<file path="config.mk">
export PLATFORM = sky130hd
export DESIGN_NAME = hbpi_top
export DESIGN_NICKNAME = d
export VERILOG_FILES = /design/src/core/hbpi_pkg.sv /design/src/core/hbpi_ser_if.sv /design/src/core/hbpi_serial.sv /design/src/core/hbpi_top.sv
export VERILOG_INCLUDE_DIRS = /design/src /design/src/core
export SDC_FILE = /design/constraint.sdc
export NUM_CORES = 1
export LEC_CHECK = 0
export ABC_AREA = 1
export ABC_CLOCK_PERIOD_IN_PS = 9700
export BUFFER_PORTS_ARGS = -buffer_cell sky130_fd_sc_hd__buf_2
export CORE_ASPECT_RATIO = 1.1
export CORE_MARGIN = 8
export CORE_UTILIZATION = 61
export DETAILED_ROUTE_END_ITERATION = 6
export PLACE_DENSITY = 0.85
export SLEW_MARGIN = 20
export SYNTH_ARGS = -nofsm -noshare
export SYNTH_HDL_FRONTEND = slang
export SYNTH_SLANG_ARGS = --single-unit
</file>
<file path="constraint.sdc">
create_clock -name SYS_CLK -period 9.7 [get_ports SYS_CLK]
set_input_delay 1.455 -clock SYS_CLK [delete_from_list [all_inputs] [get_ports SYS_CLK]]
set_output_delay 1.455 -clock SYS_CLK [all_outputs]
set_load 0.01 [all_outputs]
</file>
<file path="src/core/hbpi_consts.svh">
// constants of the host bus pin interface
`ifndef HBPI_CONSTS_SVH
`define HBPI_CONSTS_SVH
`define HBPI_DATA_W      8
`define HBPI_SEP_W       7
`define HBPI_SCLK_BIT    5
`define HBPI_RX_BIT      6
`define HBPI_TX_BIT      7
`define HBPI_IND_SEL_BIT 0
`define HBPI_BYTE_LAST   4'h7
`define HBPI_CNT_RST     4'h0
`define HBPI_BYTE_RST    8'h00
`define HBPI_OE_OFF      8'hFF
`define HBPI_OE_ON       8'h00
`define HBPI_SER_OE_LOW  7'h7F
`define HBPI_SER_OUT_LOW 7'h00
`endif

</file>
<file path="src/core/hbpi_pkg.sv">
// types of the host bus pin interface
package hbpi_pkg;
	typedef enum logic [1:0] {
		MODE_STROBES = 2'b00,
		MODE_DSTROBE = 2'b01,
		MODE_SERIAL  = 2'b10
	} hbpi_mode_e;
	typedef enum logic [1:0] {
		SER_IDLE = 2'b00,
		SER_HDR  = 2'b01,
		SER_DATA = 2'b10
	} hbpi_ser_e;
endpackage

</file>
<file path="src/core/hbpi_ser_if.sv">
// carrier between the top and the serial control port engine
`timescale 1ns/1ps
`include "hbpi_consts.svh"
interface hbpi_ser_if;
	logic                   cs_n;
	logic                   sclk;
	logic                   sdi;
	logic                   od_mode;
	logic                   serial_port_tx;
	logic                   serial_port_tx_oe_n;
	logic                   rd_req;
	logic                   wr_req;
	logic [`HBPI_DATA_W-1:0] addr;
	logic [`HBPI_DATA_W-1:0] wdata;
	logic [`HBPI_DATA_W-1:0] rdata;
	modport engine (input cs_n, sclk, sdi, od_mode, rdata,
		output serial_port_tx, serial_port_tx_oe_n, rd_req, wr_req, addr, wdata);
	modport host (output cs_n, sclk, sdi, od_mode, rdata,
		input serial_port_tx, serial_port_tx_oe_n, rd_req, wr_req, addr, wdata);
endinterface

</file>
<file path="src/core/hbpi_serial.sv">
// serial control port engine: header byte then one data byte
`timescale 1ns/1ps
`include "hbpi_consts.svh"
module hbpi_serial import hbpi_pkg::*; (
	input  wire logic   clk,   // system clock
	input  wire logic   rst,   // async reset, high
	hbpi_ser_if.engine  sif    // pins and register requests
);
	hbpi_ser_e               st_q, st_d;
	logic [3:0]              cnt_q, cnt_d;
	logic [`HBPI_DATA_W-1:0] sh_q, sh_d, tx_q, tx_d, addr_q, addr_d, wdata_q, wdata_d;
	logic                    sclk_q, rd_q, rd_d, rdreq_q, rdreq_d, wrreq_q, wrreq_d;
	logic                    load_q, txo_q, txo_d, oen_q, oen_d;
	logic                    rise, fall;

	assign rise = sif.sclk & ~sclk_q;
	assign fall = ~sif.sclk & sclk_q;

	always_comb begin
		st_d    = st_q;
		cnt_d   = cnt_q;
		sh_d    = sh_q;
		tx_d    = load_q ? sif.rdata : tx_q;
		addr_d  = addr_q;
		wdata_d = wdata_q;
		rd_d    = rd_q;
		rdreq_d = 1'b0;
		wrreq_d = 1'b0;
		txo_d   = txo_q;
		oen_d   = oen_q;
		if (sif.cs_n) begin
			st_d  = SER_IDLE;
			cnt_d = `HBPI_CNT_RST;
			oen_d = 1'b1;
			txo_d = 1'b1;
		end else begin
			case (st_q)
				SER_IDLE: begin
					st_d  = SER_HDR;
					cnt_d = `HBPI_CNT_RST;
				end
				SER_HDR: begin
					oen_d = 1'b1;
					if (rise) begin
						sh_d  = {sh_q[6:0], sif.sdi};
						cnt_d = cnt_q + 4'h1;
						if (cnt_q == `HBPI_BYTE_LAST) begin
							// header msb set means read
							rd_d    = sh_q[6];
							rdreq_d = sh_q[6];
							addr_d  = {1'b0, sh_q[5:0], sif.sdi};
							cnt_d   = `HBPI_CNT_RST;
							st_d    = SER_DATA;
						end
					end
				end
				SER_DATA: begin
					if (rise) begin
						sh_d  = {sh_q[6:0], sif.sdi};
						cnt_d = cnt_q + 4'h1;
						if (cnt_q == `HBPI_BYTE_LAST) begin
							st_d = SER_IDLE;
							if (!rd_q) begin
								wdata_d = {sh_q[6:0], sif.sdi};
								wrreq_d = 1'b1;
							end
						end
					end
					if (fall && rd_q) begin
						// open drain only pulls low, never drives high
						txo_d = sif.od_mode ? 1'b0 : tx_q[7];
						oen_d = sif.od_mode ? tx_q[7] : 1'b0;
						tx_d  = {tx_q[6:0], 1'b1};
					end
				end
				default: st_d = SER_IDLE;
			endcase
		end
	end

	always_ff @(posedge clk or posedge rst) begin
		if (rst) begin
			st_q    <= SER_IDLE;
			cnt_q   <= `HBPI_CNT_RST;
			sh_q    <= `HBPI_BYTE_RST;
			tx_q    <= `HBPI_BYTE_RST;
			addr_q  <= `HBPI_BYTE_RST;
			wdata_q <= `HBPI_BYTE_RST;
			sclk_q  <= 1'b1;
			rd_q    <= 1'b0;
			rdreq_q <= 1'b0;
			wrreq_q <= 1'b0;
			load_q  <= 1'b0;
			txo_q   <= 1'b1;
			oen_q   <= 1'b1;
		end else begin
			st_q    <= st_d;
			cnt_q   <= cnt_d;
			sh_q    <= sh_d;
			tx_q    <= tx_d;
			addr_q  <= addr_d;
			wdata_q <= wdata_d;
			sclk_q  <= sif.sclk;
			rd_q    <= rd_d;
			rdreq_q <= rdreq_d;
			wrreq_q <= wrreq_d;
			load_q  <= rdreq_q;
			txo_q   <= txo_d;
			oen_q   <= oen_d;
		end
	end

	assign sif.serial_port_tx      = txo_q;
	assign sif.serial_port_tx_oe_n = oen_q;
	assign sif.rd_req   = rdreq_q;
	assign sif.wr_req   = wrreq_q;
	assign sif.addr     = addr_q;
	assign sif.wdata    = wdata_q;
endmodule

</file>
<file path="src/core/hbpi_top.sv">
// host bus pin interface: parallel and serial register access port
`timescale 1ns/1ps
`include "hbpi_consts.svh"
module hbpi_top import hbpi_pkg::*; (
	input  wire logic                    SYS_CLK,                        // 200 MHz clock
	input  wire logic                    RESET,                          // async reset, high
	input  wire logic                    EXT_RESET_N,                    // strap sampling reset pin
	input  wire logic                    CS_N,                           // chip select
	input  wire logic                    RD_DATA_STROBE_N,               // read strobe or data_strobe_n
	input  wire logic                    WR_RW,                          // write strobe low or read/write
	input  wire logic                    ALE,                            // address latch strobe
	input  wire logic [`HBPI_SEP_W-1:0]  SEPARATE_ADDRESS_INPUTS,        // non-mux address
	input  wire logic [`HBPI_DATA_W-1:0] SHARED_ADDR_DATA_LINES_IN,      // pin levels
	output logic      [`HBPI_DATA_W-1:0] SHARED_ADDR_DATA_LINES_OUT,     // drive values
	output logic      [`HBPI_DATA_W-1:0] SHARED_ADDR_DATA_LINES_OE_N,    // low drives pin
	input  wire logic                    INDIRECT_MODE,                  // indirect addressing
	input  wire logic                    TX_OPEN_DRAIN,                  // serial tx open drain
	output logic      [`HBPI_DATA_W-1:0] REG_ADDR,                       // register address
	output logic      [`HBPI_DATA_W-1:0] REG_WDATA,                      // write data
	output logic                         REG_WR,                         // write pulse
	output logic                         REG_RD,                         // read pulse
	input  wire logic [`HBPI_DATA_W-1:0] REG_RDATA,                      // read data of REG_ADDR
	output logic      [1:0]              BUS_MODE,                       // strapped mode
	output logic                         MUX_MODE                        // strapped multiplexing
);
	hbpi_ser_if sif ();

	hbpi_mode_e              mode_q, mode_d;
	logic                    run_q, run_d, mux_q, mux_d, rstin_q;
	logic                    ale_q, strb_q, wr_q, cs_q, ract_q;
	logic                    rwr_q, rwr_d, rrd_q, rrd_d;
	logic [`HBPI_DATA_W-1:0] ad_q, lat_q, lat_d, ptr_q, ptr_d, raddr_q, raddr_d, wdata_q, wdata_d;
	logic [`HBPI_DATA_W-1:0] out_q, out_d, oe_q, oe_d;
	logic                    par, ser_on, rd_now, wr_end, ptr_sel;

	function automatic logic [`HBPI_DATA_W-1:0] acc_addr(
		input logic                    mux,
		input logic                    ind,
		input logic [`HBPI_DATA_W-1:0] lat,
		input logic [`HBPI_DATA_W-1:0] ptr,
		input logic [`HBPI_SEP_W-1:0]  sep);
		if (mux)
			acc_addr = lat;
		else if (ind)
			acc_addr = ptr;
		else
			acc_addr = {1'b0, sep};
	endfunction

	////////////////////////////////////////////////////////////////////////
	// strap capture
	always_comb begin
		mode_d = mode_q;
		mux_d  = mux_q;
		run_d  = run_q;
		if (!EXT_RESET_N) begin
			run_d = 1'b0;
		end else if (!rstin_q) begin
			// levels present at the release edge decide the port until the next release
			run_d  = 1'b1;
			mux_d  = ALE;
			mode_d = (!WR_RW && !RD_DATA_STROBE_N) ? MODE_SERIAL : (!WR_RW ? MODE_DSTROBE : MODE_STROBES);
		end
	end

	////////////////////////////////////////////////////////////////////////
	// parallel and serial access
	assign par     = run_q && (mode_q != MODE_SERIAL);
	assign ser_on  = run_q && (mode_q == MODE_SERIAL);
	assign ptr_sel = INDIRECT_MODE && !mux_q && !SEPARATE_ADDRESS_INPUTS[`HBPI_IND_SEL_BIT];
	assign rd_now  = par && !CS_N && !RD_DATA_STROBE_N && (mode_q == MODE_STROBES || WR_RW);
	assign wr_end  = par && !cs_q && !wr_q
		&& (mode_q == MODE_STROBES ? WR_RW : (!strb_q && RD_DATA_STROBE_N));

	assign sif.cs_n    = CS_N || !ser_on;
	assign sif.sclk    = SHARED_ADDR_DATA_LINES_IN[`HBPI_SCLK_BIT];
	assign sif.sdi     = SHARED_ADDR_DATA_LINES_IN[`HBPI_RX_BIT];
	assign sif.od_mode = TX_OPEN_DRAIN;
	assign sif.rdata   = REG_RDATA;

	always_comb begin
		lat_d   = lat_q;
		ptr_d   = ptr_q;
		raddr_d = raddr_q;
		wdata_d = wdata_q;
		rwr_d   = 1'b0;
		rrd_d   = 1'b0;
		out_d   = out_q;
		oe_d    = `HBPI_OE_OFF;
		if (par && mux_q && ale_q && !ALE)
			lat_d = SHARED_ADDR_DATA_LINES_IN;
		if (rd_now && !ract_q && !ptr_sel) begin
			rrd_d   = 1'b1;
			raddr_d = acc_addr(mux_q, INDIRECT_MODE, lat_q, ptr_q, SEPARATE_ADDRESS_INPUTS);
		end
		if (ract_q)
			out_d = ptr_sel ? ptr_q : REG_RDATA;
		if (rd_now)
			oe_d = `HBPI_OE_ON;
		if (wr_end) begin
			if (ptr_sel) begin
				ptr_d = ad_q;
			end else begin
				rwr_d   = 1'b1;
				raddr_d = acc_addr(mux_q, INDIRECT_MODE, lat_q, ptr_q, SEPARATE_ADDRESS_INPUTS);
				wdata_d = ad_q;
			end
		end
		if (ser_on) begin
			oe_d  = {sif.serial_port_tx_oe_n, `HBPI_SER_OE_LOW};
			out_d = {sif.serial_port_tx, `HBPI_SER_OUT_LOW};
			if (sif.rd_req) begin
				rrd_d   = 1'b1;
				raddr_d = sif.addr;
			end
			if (sif.wr_req) begin
				rwr_d   = 1'b1;
				raddr_d = sif.addr;
				wdata_d = sif.wdata;
			end
		end
	end

	always_ff @(posedge SYS_CLK or posedge RESET) begin
		if (RESET) begin
			mode_q  <= MODE_STROBES;
			mux_q   <= 1'b0;
			run_q   <= 1'b0;
			rstin_q <= 1'b0;
			ale_q   <= 1'b0;
			strb_q  <= 1'b1;
			wr_q    <= 1'b1;
			cs_q    <= 1'b1;
			ract_q  <= 1'b0;
			ad_q    <= `HBPI_BYTE_RST;
			lat_q   <= `HBPI_BYTE_RST;
			ptr_q   <= `HBPI_BYTE_RST;
			raddr_q <= `HBPI_BYTE_RST;
			wdata_q <= `HBPI_BYTE_RST;
			rwr_q   <= 1'b0;
			rrd_q   <= 1'b0;
			out_q   <= `HBPI_BYTE_RST;
			oe_q    <= `HBPI_OE_OFF;
		end else begin
			mode_q  <= mode_d;
			mux_q   <= mux_d;
			run_q   <= run_d;
			rstin_q <= EXT_RESET_N;
			ale_q   <= ALE;
			strb_q  <= RD_DATA_STROBE_N;
			wr_q    <= WR_RW;
			cs_q    <= CS_N;
			ract_q  <= rd_now;
			ad_q    <= SHARED_ADDR_DATA_LINES_IN;
			lat_q   <= lat_d;
			ptr_q   <= ptr_d;
			raddr_q <= raddr_d;
			wdata_q <= wdata_d;
			rwr_q   <= rwr_d;
			rrd_q   <= rrd_d;
			out_q   <= out_d;
			oe_q    <= oe_d;
		end
	end

	hbpi_serial u_serial (
		.clk (SYS_CLK),
		.rst (RESET),
		.sif (sif.engine)
	);

	assign SHARED_ADDR_DATA_LINES_OUT  = out_q;
	assign SHARED_ADDR_DATA_LINES_OE_N = oe_q;
	assign REG_ADDR                    = raddr_q;
	assign REG_WDATA                   = wdata_q;
	assign REG_WR                      = rwr_q;
	assign REG_RD                      = rrd_q;
	assign BUS_MODE                    = mode_q;
	assign MUX_MODE                    = mux_q;
endmodule

</file>
==> summary.md, run 1 <==
| Metric | Value |
|---|---|
| Pwr dens | 197 nW/µm² |
| Post-DP HPWL | 7920 µm |
| Setup TNS | 0 ns |
| CP Max Fanout | 19 |
| Hold Crit Depth | 0 |
| Hold_buf cts | 0 |
| Startpoint class of the critical path | flop |
| Pre-CTS setup slack | 6.79 ns |
| R2r endpoint | REG_ADDR[4] |
| Final Hold Fails | 0 |
| Placed cell count | 710 |
| Critical path required time | 8.25 ns |
| Reg2Reg Depth | 7 |
| I/O Buffers | 68 |
| Max Slew Vio Count | 0 |
| CP max stage cell | dfrtp_1 |
| Via density | around 5.2 |
| Design Area, Final | 5380 µm² |
| WL final | about 11000 µm |
| Pwr Total | 1.06 mW |
| Leading cell types in the layout, fill and taps excluded | nand2_1 (144), dfrtp_1 (97), inv_1 (72) |
| Overall Global Routing Usage | about 20% |
| Antenna violations before repair | 0 |
| Chip Width | between 100 and 150 µm |
| CTS tree | built |
| P_leak | between 2 and 3 nW |
| Vias | 3810 |
| Met3 wire length | approximately 560 µm |
| Final ANT Viol Nets | 0 |
| Post-synthesis register bit count | 105 |
| CP Capture Type | output port |
| Synth unique cells | 35 |
| Post-CTS Setup Bufs | 0 |
| Status | finished clean |
| GRT overflow | 0 |
| Sequential area share after synthesis | 55.2% |
| Synth area leader | dfrtp_1 |
| Initial Utilization | 61.8% |
| Drt first-iter violations | 247 |
| Area Overhead vs Synth | 12.6% |
| DR WL met2 | 5430 µm |
| Max-cap violations | 0 |
| Non-filler cells, final | approximately 730 |
| Post-Syn Nets | around 590 |
| Vias in the first global route | 3643 |
| Data arrival time of the worst path | 1.37 ns |
| Commonest non-fill, non-tap cell in the layout | nand2_1 |
| DRT Pass-1 Iters | 5 |
| Top routing layer used | met4 |
| Worst reg2reg setup slack | 7.71 ns |
| Critical path cell sequence | buf_2 |
| CP top delay family | flip-flops |
| Fin util | 69.5% |
| Skew final | around 0.015 ns |
| Tightest Pin Transition | roughly 0.73 ns |
| Slew margin rel. | 51.1% |
| Diodes inserted | 0 |
| Hold WC Path Type | flop to flop |
| Hold Startpoint | u_serial.sif.rd_req |
| First-pass GRT wire length | 17600 µm |
| Worst setup margin | 6.87 ns |
| Setup-failing EPs final | 0 |
| Area of the core | 7740 µm² |
| Clk root buf | clkbuf_8 |
| Worst-Skew Late Latency | 0.37 ns |
| RSZ-0062 raised after global routing | false |
| GPL Wtd Cong | 0.876 |
| Fmax | ~350 MHz |
| Fraction of layout cells with a size suffix above 1 | roughly a fifth |
| I/O pin count | between 60 and 70 |
| Die ar. | approximately 11000 µm² |
| Top-area cell type share of the netlist area | 50.8% |
| Row cnt | 34 |
| Period utilisation layout | 29.2% |
| Routed wire length per instance | 14.7 µm |
| Area contributors post-synth | dfrtp_1 (51%), nand2_1 (11%), inv_1 (5.7%) |
| CTS H-tree lvls | 3 |
| DRT met1 WL | 4490 µm |
| Cell Area, Synth | 4780 µm² |
| DRC Markers | 0 |
| R2R Path Start | MUX_MODE |
| Setup Crit Path Kind | flop to output port |
| Critical path buffer and inverter count | 1 |
| Post-Syn Instances | ~550 |
| Post_cts resized | 0 |
| Clk slew on worst S/H paths | 0.10 ns |
| TritonCTS Buffers | 9 |
| Hold WS | 0.408 ns |
| Total Nets Final | 650 |
| Die Y | 109 µm |
| Worst hold endpoint | u_serial.load_q |
| Clock Path Buffers | 2 |
| Cell Area, Placed | 5130 µm² |
| Clock net sink count | 105 |
| Critical Path Max Stage Delay | 0.76 ns |
| Yosys warns | 0 |
| Post-layout min period | between 2 and 3 ns |
| Syn Area/Cell | 8.63 µm² |
| Peak supply drop | roughly 0.12 mV |
| Largest net degree at the start of global routing | 84 |
## Yosys cell counts, drive strengths merged
cell    count
ha          5
nor4        1
o211ai      2
dfstp       8
xor2        1
buf        18
inv        84
and2        1
nor3        5
a21oi      20
a31oi       2
dfrtp      97
o21ai      72
nand2     148
or2         1
a22oi       1
nand3      50
clkinv      1
o21bai      1
clkbuf      3
nand4       3
nor2       29
a22o        1
## worst max-delay path by stage
stage,from,to,slack (ns),depth (start not counted)
after detailed placement,INDIRECT_MODE,REG_ADDR[0],6.79,9
after global placement,INDIRECT_MODE,REG_ADDR[4],6.91,9
final,MUX_MODE,MUX_MODE,6.87,1
after CTS,MUX_MODE,MUX_MODE,6.87,1
after global routing,MUX_MODE,MUX_MODE,6.79,1
after floorplan,RESET,BUS_MODE[0],5.50,1
## where the power goes
group	total, mW	internal (mW)	switching [mW]
clock	0.327	0.179	0.147
combinational	0.201	0.0794	0.122
sequential	0.534	0.495	0.0387
total	1.06	0.754	0.308
## layout make-up
| class | instances | area [µm²] |
|---|---|---|
| multi-input cells | 343 | 1690 |
| flip-flops and latches | 105 | 2640 |
| fillers | 597 | 2360 |
| clock buffers | 10 | 138 |
| well taps | 108 | 135 |
| clock inverters | 6 | 113 |
| repair buffers | 69 | 352 |
| inverters | 85 | 322 |
## metal layers
| layer | track usage [%] | vias up |
|---|---|---|
| met3 | 4.28 | 16 |
| met2 | 34.3 | 99 |
| met4 | 7.57 | 0 |
| li1 | - | 1861 |
| met1 | 25.4 | 1834 |
| met5 | 0 | - |
## cells by family after synthesis
kind of cell             count (synthesis)  share of synthesized area (%)
AO/OA/AOI/OAI                           99                           11.3
XOR/XNOR                                 1                          0.183
buffers and inverters                  106                           9.55
flip-flops                             105                           55.2
adder cells (fa/ha/maj)                  5                           1.31
AND/OR/NAND/NOR                        238                           22.5
## sequential cells by signal, summed over array words and instances, names as in the netlist, 2 cells and up
signal and cells:
u_serial.sh_q 7, SHARED_ADDR_DATA_LINES_OE_N 2, BUS_MODE 2, u_serial.sif.wdata 8, REG_WDATA 8, ad_q 8
REG_ADDR 8, lat_q 8, u_serial.st_q 2, ptr_q 8, SHARED_ADDR_DATA_LINES_OUT 8, u_serial.cnt_q 4
u_serial.tx_q 8, u_serial.sif.addr 7
No activity file was read; power rests on OpenSTA's default activity.
==> inputs of run 2 (changes only) <==
- ABC_CLOCK_PERIOD_IN_PS: 9700 -> 2800
- CORE_UTILIZATION: 61 -> 57
- PLACE_DENSITY: 0.85 -> 0.81
- clock period: 9.7 -> 2.8 ns (I/O delays scaled with it)
==> summary.md, run 2 (synthesis results as in run 1) <==
| Metric | Value |
|---|---|
| Setup Crit Path Kind | flop to flop |
| Skew final | 0.0157 ns (+0.000471 ns) |
| Total Nets Final | 650 (unchanged) |
| Post-CTS Setup Bufs | 0 (unchanged) |
| Slew margin rel. | 60.5% (+9.4 points) |
| Hold Crit Depth | 1 (+1) |
| Fraction of layout cells with a size suffix above 1 | 21.2% (-0.16 points) |
| Overall Global Routing Usage | 19.3% (-1.1 points) |
| Int Pwr | 2.35 mW (+210%) |
| Hold_buf cts | 0 (unchanged) |
| Post-DP HPWL | 7810 µm (-1.4%) |
| Max Slew Vio Count | 0 (unchanged) |
| Diodes inserted | 0 (unchanged) |
| Hold WS | 0.159 ns (-0.250 ns) |
| GPL Wtd Cong | 0.863 (-1.5%) |
| WL final | 10500 µm (-1.1%) |
| Cell Area, Placed | 5150 µm² (+0.34%) |
| Largest net degree at the start of global routing | 106 (+26%) |
| RSZ-0062 raised after global routing | false |
| DRT Pass-1 Iters | 5 (unchanged) |
| First-pass GRT wire length | 17600 µm (unchanged) |
| Critical path required time | 3.06 ns (-5.19 ns) |
| Cell mode on critical path | nand2_1 |
| Max-cap violations | 0 (unchanged) |
| GRT overflow | 0 (unchanged) |
| Critical Path Max Stage Delay | 0.71 ns (-0.05 ns) |
| Period utilisation layout | 68.2% |
| Area Overhead vs Synth | 11.4% |
| Die Y | 112 µm (+2.9%) |
| Leading cell types in the layout, fill and taps excluded | nand2_1 (144), dfrtp_1 (97), inv_1 (72) |
| Via density | 5.15 (-1.9%) |
| Antenna violations before repair | 0 (unchanged) |
| CP max stage cell | dfrtp_1 |
| CTS tree | built |
| DRC Markers | 0 (unchanged) |
| Switching share of power | 31.3% (+2.3 points) |
| Clock Path Buffers | 2 (unchanged) |
| Met3 wire length | 733 µm (+31%) |
| Clock net sink count | 105 (unchanged) |
| Row cnt | 35 (+2.9%) |
| Design Area, Final | 5330 µm² (-1.0%) |
| Setup-failing EPs final | 0 (unchanged) |
| Setup TNS | 0 ns (unchanged) |
| Startpoint class of the critical path | flop |
| Placed cell count | 713 (+0.42%) |
| Routed wire length per instance | 14.5 µm (-1.5%) |
| Final Hold Fails | 0 (unchanged) |
| Area of the core | 8280 µm² (+6.9%) |
| Part of the power in the clock network | 25.5% (-5.2 points) |
| Clk slew on worst S/H paths | 0.11 ns (about the same) |
| I/O pin count | 69 (unchanged) |
| I/O Buffers | 68 (unchanged) |
| CP Capture Type | flop |
| Die ar. | 11600 µm² (+5.9%) |
| Post_cts resized | 0 (unchanged) |
| Top routing layer used | met4 |
| Initial Utilization | 57.8% (-4.0 points) |
| Comb power frac | 20.5% (+1.5 points) |
| Vias in the first global route | 3740 (+2.7%) |
| Drt first-iter violations | 273 (+11%) |
| Fmax | about 520 MHz |
| TritonCTS Buffers | 9 (unchanged) |
| Critical path cell sequence | nor2_4 > nand2_4 > nand3_2 > nand2_2 > nand2_1 > nand3_1 > nand2_1 |
| Commonest non-fill, non-tap cell in the layout | nand2_1 |
| P_leak | 2.72 nW (-1.7%) |
| Clk root buf | clkbuf_8 |
| DRT met1 WL | 4460 µm (-0.80%) |
| Status | finished clean |
| Reg2Reg Depth | 7 (unchanged) |
| CTS H-tree lvls | 3 (unchanged) |
| Tightest Pin Transition | 0.588 ns (-0.145 ns) |
| Worst-Skew Late Latency | 0.37 ns (about the same) |
| Hold WC Path Type | input pin to flop |
| Chip Width | 103 µm (+2.9%) |
| Post-layout min period | roughly 1.9 ns |
| Reg power frac | 54.0% (+3.7 points) |
| P_sw | 1.07 mW (+250%) |
| Final ANT Viol Nets | 0 (unchanged) |
| Data arrival time of the worst path | 2.17 ns (+0.80 ns) |
| Peak supply drop | 0.315 mV (+160%) |
| Non-filler cells, final | 729 (+0.41%) |
| Pwr dens | 641 nW/µm² (+220%) |
| Vias | 3754 (-1.5%) |
| DR WL met2 | 5230 µm (-3.8%) |
| CP Max Fanout | 19 (unchanged) |
-- run 2: cell count changes in the layout (fill, tap and decap cells not counted) --
cell / change
clkinvlp_4: +4
bufinv_16: -3
buf_12: +1
buf_6: -1
clkbuf_1: +1
clkinv_2: -1
inv_4: -1
-- run 2: power by group through the flow --
| stage | sequential [mW] | combinational, mW | clock [mW] |
|---|---|---|---|
| floorplan | 1.90 | 0.372 | 0 |
| global placement | 1.87 | 0.684 | 0 |
| detailed placement | 1.87 | 0.705 | 0 |
| CTS | 1.84 | 0.706 | 0.890 |
| finish | 1.85 | 0.699 | 0.871 |
| global route | 1.87 | 0.786 | 0.959 |
-- run 2: final cells by class --
| type | instances | area, µm² |
|---|---|---|
| fill | 694 | 2950 |
| sequential | 105 | 2640 |
| multi-input combinational | 343 | 1690 |
| timing repair buffer | 69 | 360 |
| inverter | 85 | 323 |
| clock buffer | 11 | 141 |
| tap | 111 | 139 |
| clock inverter | 5 | 40.0 |
-- run 2: stage by stage --
step | utilization, % | setup WS [ns] | power (mW)
after floorplan | - | 1.13 | 2.27
after global placement | 62.2 | 1.04 | 2.56
after CTS | 64.4 | 0.929 | 3.44
final | 64.4 | 0.889 | 3.42
after global routing | 64.4 | 0.719 | 3.61
after detailed placement | 62.2 | 0.954 | 2.58
-- run 2: worst paths after layout --
kind | slack (ns) | startpoint | endpoint
worst max-delay path | 0.89 | MUX_MODE | REG_ADDR[3]
worst min-delay path | 0.16 | SHARED_ADDR_DATA_LINES_IN[2] | ad_q[2]
worst max register to register | 0.89 | MUX_MODE | REG_ADDR[3]
worst min register to register | 0.44 | u_serial.sif.rd_req | u_serial.load_q
max in group asynchronous | 2.20 | RESET | REG_WDATA[5]
min in group asynchronous | 0.19 | RESET | u_serial.st_q[1]
-- run 2: per-layer routing --
layer  vias up  track usage, %
met5         -               0
met4         0            6.28
li1       1865               -
met2        97            31.3
met3        10            4.27
met1      1782            24.7
-- run 2: worst max-delay path: cells and delay by family (launching register included) --
family	cells	cell delay [ns]
DFF	1	0.71
and+or+nand+nor	7	1.10
==> inputs of run 3 (changes only) <==
- ABC_AREA: 1 -> 0
- ABC_CLOCK_PERIOD_IN_PS: 2800 -> 1700
- CORE_UTILIZATION: 57 -> 51
- PLACE_DENSITY: 0.81 -> 0.77
- clock period: 2.8 -> 1.7 ns (I/O delays scaled with it)
==> summary.md, run 3 <==
| Metric | Value |
|---|---|
| Failing checks | setup timing |
| Period utilisation layout | 103% (+35 points) |
| Area of the core | 8780 µm² (+6.1%) |
| Leading cell types in the layout, fill and taps excluded | dfrtp_1 (96), buf_2 (68), mux2i_1 (35) |
| Row cnt | 36 (+2.9%) |
| Post-Syn Nets | 415 (-30%) |
| Antenna violations before repair | 0 (unchanged) |
| Critical Path Max Stage Delay | 0.48 ns (-0.23 ns) |
| Worst hold endpoint | rstin_q |
| Hold Crit Depth | 1 (unchanged) |
| Clk root buf | clkbuf_8 |
| Reg area | 2640 µm² (about the same) |
| Clk slew on worst S/H paths | 0.10 ns (about the same) |
| Tightest Pin Transition | 0.451 ns (-0.138 ns) |
| Setup TNS | -0.405 ns (-0.405 ns) |
| Fmax | 570 MHz (+8.9%) |
| CP Max Fanout | 9 (-10) |
| CTS tree | built |
| Via density | 5.32 (+3.3%) |
| Diodes inserted | 0 (unchanged) |
| Pwr dens | 1000 nW/µm² (+56%) |
| Fin util | 65.6% (+1.2 points) |
| Area Overhead vs Synth | 26.0% |
| DRT Pass-1 Iters | 4 (-1) |
| Slew margin rel. | 70.0% (+9.4 points) |
| Fraction of layout cells with a size suffix above 1 | 40.8% (+20 points) |
| Die ar. | 12300 µm² (+5.8%) |
| Top-area cell type share of the netlist area | 53.1% (+2.3 points) |
| Synth unique cells | 47 (+34%) |
| WL final | 10900 µm (+3.6%) |
| CP max stage cell | or4_1 |
| Max Slew Vio Count | 0 (unchanged) |
| Worst setup margin | -0.0538 ns (-0.943 ns) |
| R2R Path Start | BUS_MODE[1] |
| Syn Area/Cell | 12.1 µm² (+40%) |
| CTS H-tree lvls | 3 (unchanged) |
| Largest net degree at the start of global routing | 63 (-41%) |
| Status | complete, but fails checks |
| Initial Utilization | 52.1% (-5.7 points) |
| CP Capture Type | flop |
| Worst-Skew Late Latency | 0.37 ns (about the same) |
| Routed wire length per instance | 18.0 µm (+24%) |
| RSZ-0062 raised after global routing | true |
| Setup-failing EPs final | 21 (+21) |
| Cell Area, Synth | 4570 µm² (-4.4%) |
| Most common cell in the synthesized netlist | dfrtp_1 |
| Die Y | 115 µm (+2.9%) |
| Sequential area share after synthesis | 57.7% (+2.5 points) |
| Final Hold Fails | 0 (unchanged) |
| TritonCTS Buffers | 9 (unchanged) |
| Fillers | 661 (-4.8%) |
| EDFF count, synth | 0 (unchanged) |
| Overall Global Routing Usage | 17.6% (-1.7 points) |
| Hold WS | 0.0235 ns (-0.135 ns) |
| Final ANT Viol Nets | 0 (unchanged) |
| Critical path buffer and inverter count | 2 (+2) |
| Critical path required time | 2.01 ns (-1.05 ns) |
| Vias | 3230 (-14%) |
| Data arrival time of the worst path | 2.06 ns (-0.11 ns) |
| Combined area of the multi-input logic cells | 1910 µm² (+13%) |
| Max-cap violations | 0 (unchanged) |
| I/O Buffers | 68 (unchanged) |
| Main synth FF type | dfrtp_1 |
| Asr flop ratio synth | 100% (unchanged) |
| Total Nets Final | 525 (-19%) |
| Vias in the first global route | 3327 (-11%) |
| Hold Startpoint | EXT_RESET_N |
| Startpoint class of the critical path | flop |
| Setup Crit Path Kind | flop to flop |
| R2r endpoint | u_serial.cnt_q[2] |
| Critical path cell sequence | nor4bb_4 > buf_4 > buf_6 > nand2_2 > or4_1 > nand2_1 |
| First-pass GRT wire length | 16800 µm (-4.3%) |
| CP top delay family | simple AND/OR/NAND/NOR gates |
| Top cells by count, synth | dfrtp_1 (97), mux2i_1 (36), nand2_1 (33) |
| Skew final | 0.0118 ns (-0.00394 ns) |
| Hold WC Path Type | input pin to flop |
| Drt first-iter violations | 122 (-55%) |
| Post-layout min period | 1.75 ns (-0.157 ns) |
| Commonest non-fill, non-tap cell in the layout | dfrtp_1 |
| Worst reg2reg setup slack | -0.05 ns (-0.94 ns) |
| P_leak | 2.77 nW (+1.8%) |
| Chip Width | 106 µm (+2.9%) |
| DRC Markers | 0 (unchanged) |
| Peak supply drop | 0.717 mV (+130%) |
| Post-DP HPWL | 7740 µm (-0.98%) |
| Reg2Reg Depth | 6 (-1) |
| Yosys warns | 0 (unchanged) |
| Area contributors post-synth | dfrtp_1 (53%), mux2i_1 (7.9%), mux2_2 (7.6%) |
| Clock Path Buffers | 2 (unchanged) |
| I/O pin count | 69 (unchanged) |
| Clock net sink count | 105 (unchanged) |
| GPL Wtd Cong | 0.797 (-7.6%) |
| Synth area leader | dfrtp_1 |
| GRT overflow | 0 (unchanged) |
| Post-Syn Instances | 378 (-32%) |
| Post-synthesis register bit count | 105 (unchanged) |
run 3: routing by layer:
metal | vias up | track usage [%] | routed length, µm
li1 | 1530 | - | -
met5 | - | 0 | 0
met1 | 1621 | 22.0 | 4760
met2 | 68 | 29.2 | 5460
met4 | 0 | 5.16 | 146
met3 | 11 | 4.76 | 553
run 3: final cells by class:
class	count	share of cell area, %
clock inverters	6	1.28
multi-input cells	242	33.1
clock buffers	10	2.22
repair buffers	119	14.3
inverters	11	0.782
flip-flops and latches	105	45.8
well taps	114	2.48
run 3: how the worst max path moves through the flow:
stage | cells past startpoint | from | end | slack [ns]
3_5_place_dp | 6 | BUS_MODE[0] | REG_WDATA[0] | -0.20
4_1_cts | 5 | strb_q | ptr_q[6] | -0.15
3_3_place_gp | 5 | BUS_MODE[0] | u_serial.sif.wdata[7] | -0.21
2_1_floorplan | 6 | u_serial.cnt_q[0] | u_serial.sif.wdata[1] | -0.02
6_report | 6 | BUS_MODE[1] | u_serial.cnt_q[2] | -0.05
5_1_grt | 6 | BUS_MODE[1] | u_serial.cnt_q[2] | -0.12
run 3: cell families (layout without fill, tap and decap cells):
| kind of cell | after synthesis | after routing | synth area share, % |
|---|---|---|---|
| buffers and inverters | 32 | 146 | 3.69 |
| multiplexers | 75 | 75 | 18.1 |
| AND/OR/NAND/NOR | 94 | 94 | 10.5 |
| AO/OA/AOI/OAI | 67 | 68 | 8.65 |
| flip-flops | 105 | 105 | 57.7 |
| adder cells (fa/ha/maj) | 5 | 5 | 1.37 |
run 3: stage by stage:
step / area [µm²] / instances / total power [mW] / setup WS (ns)
6_report: 5760 / 607 / 5.78 / -0.0538
5_1_grt: 5760 / 607 / 6.07 / -0.116
4_1_cts: 5590 / 598 / 5.79 / -0.148
3_5_place_dp: 5280 / 576 / 4.21 / -0.203
3_3_place_gp: 5280 / 576 / 4.15 / -0.211
2_1_floorplan: 4600 / 378 / 3.68 / -0.0207
run 3: worst reg2reg max path, cell delays in order (launching register included):
cell and delay (ns):
dfrtp_1 0.42, nor4bb_4 0.34, buf_4 0.17, buf_6 0.14, nand2_2 0.08, or4_1 0.48, nand2_1 0.08
run 3: where the power goes:
part | internal (mW) | switching [mW]
logic | 0.548 | 0.578
registers | 2.84 | 0.229
clock network | 0.706 | 0.871
run 3: what timing repair did:
action                     4_1_cts  5_1_grt
setup endpoints to repair       59       69
hold endpoints to repair        42        1
gates resized for setup          7       29
cloned                           0        2
hold buffers                     5        1
setup buffers                    1        6
pin swaps                       10        9
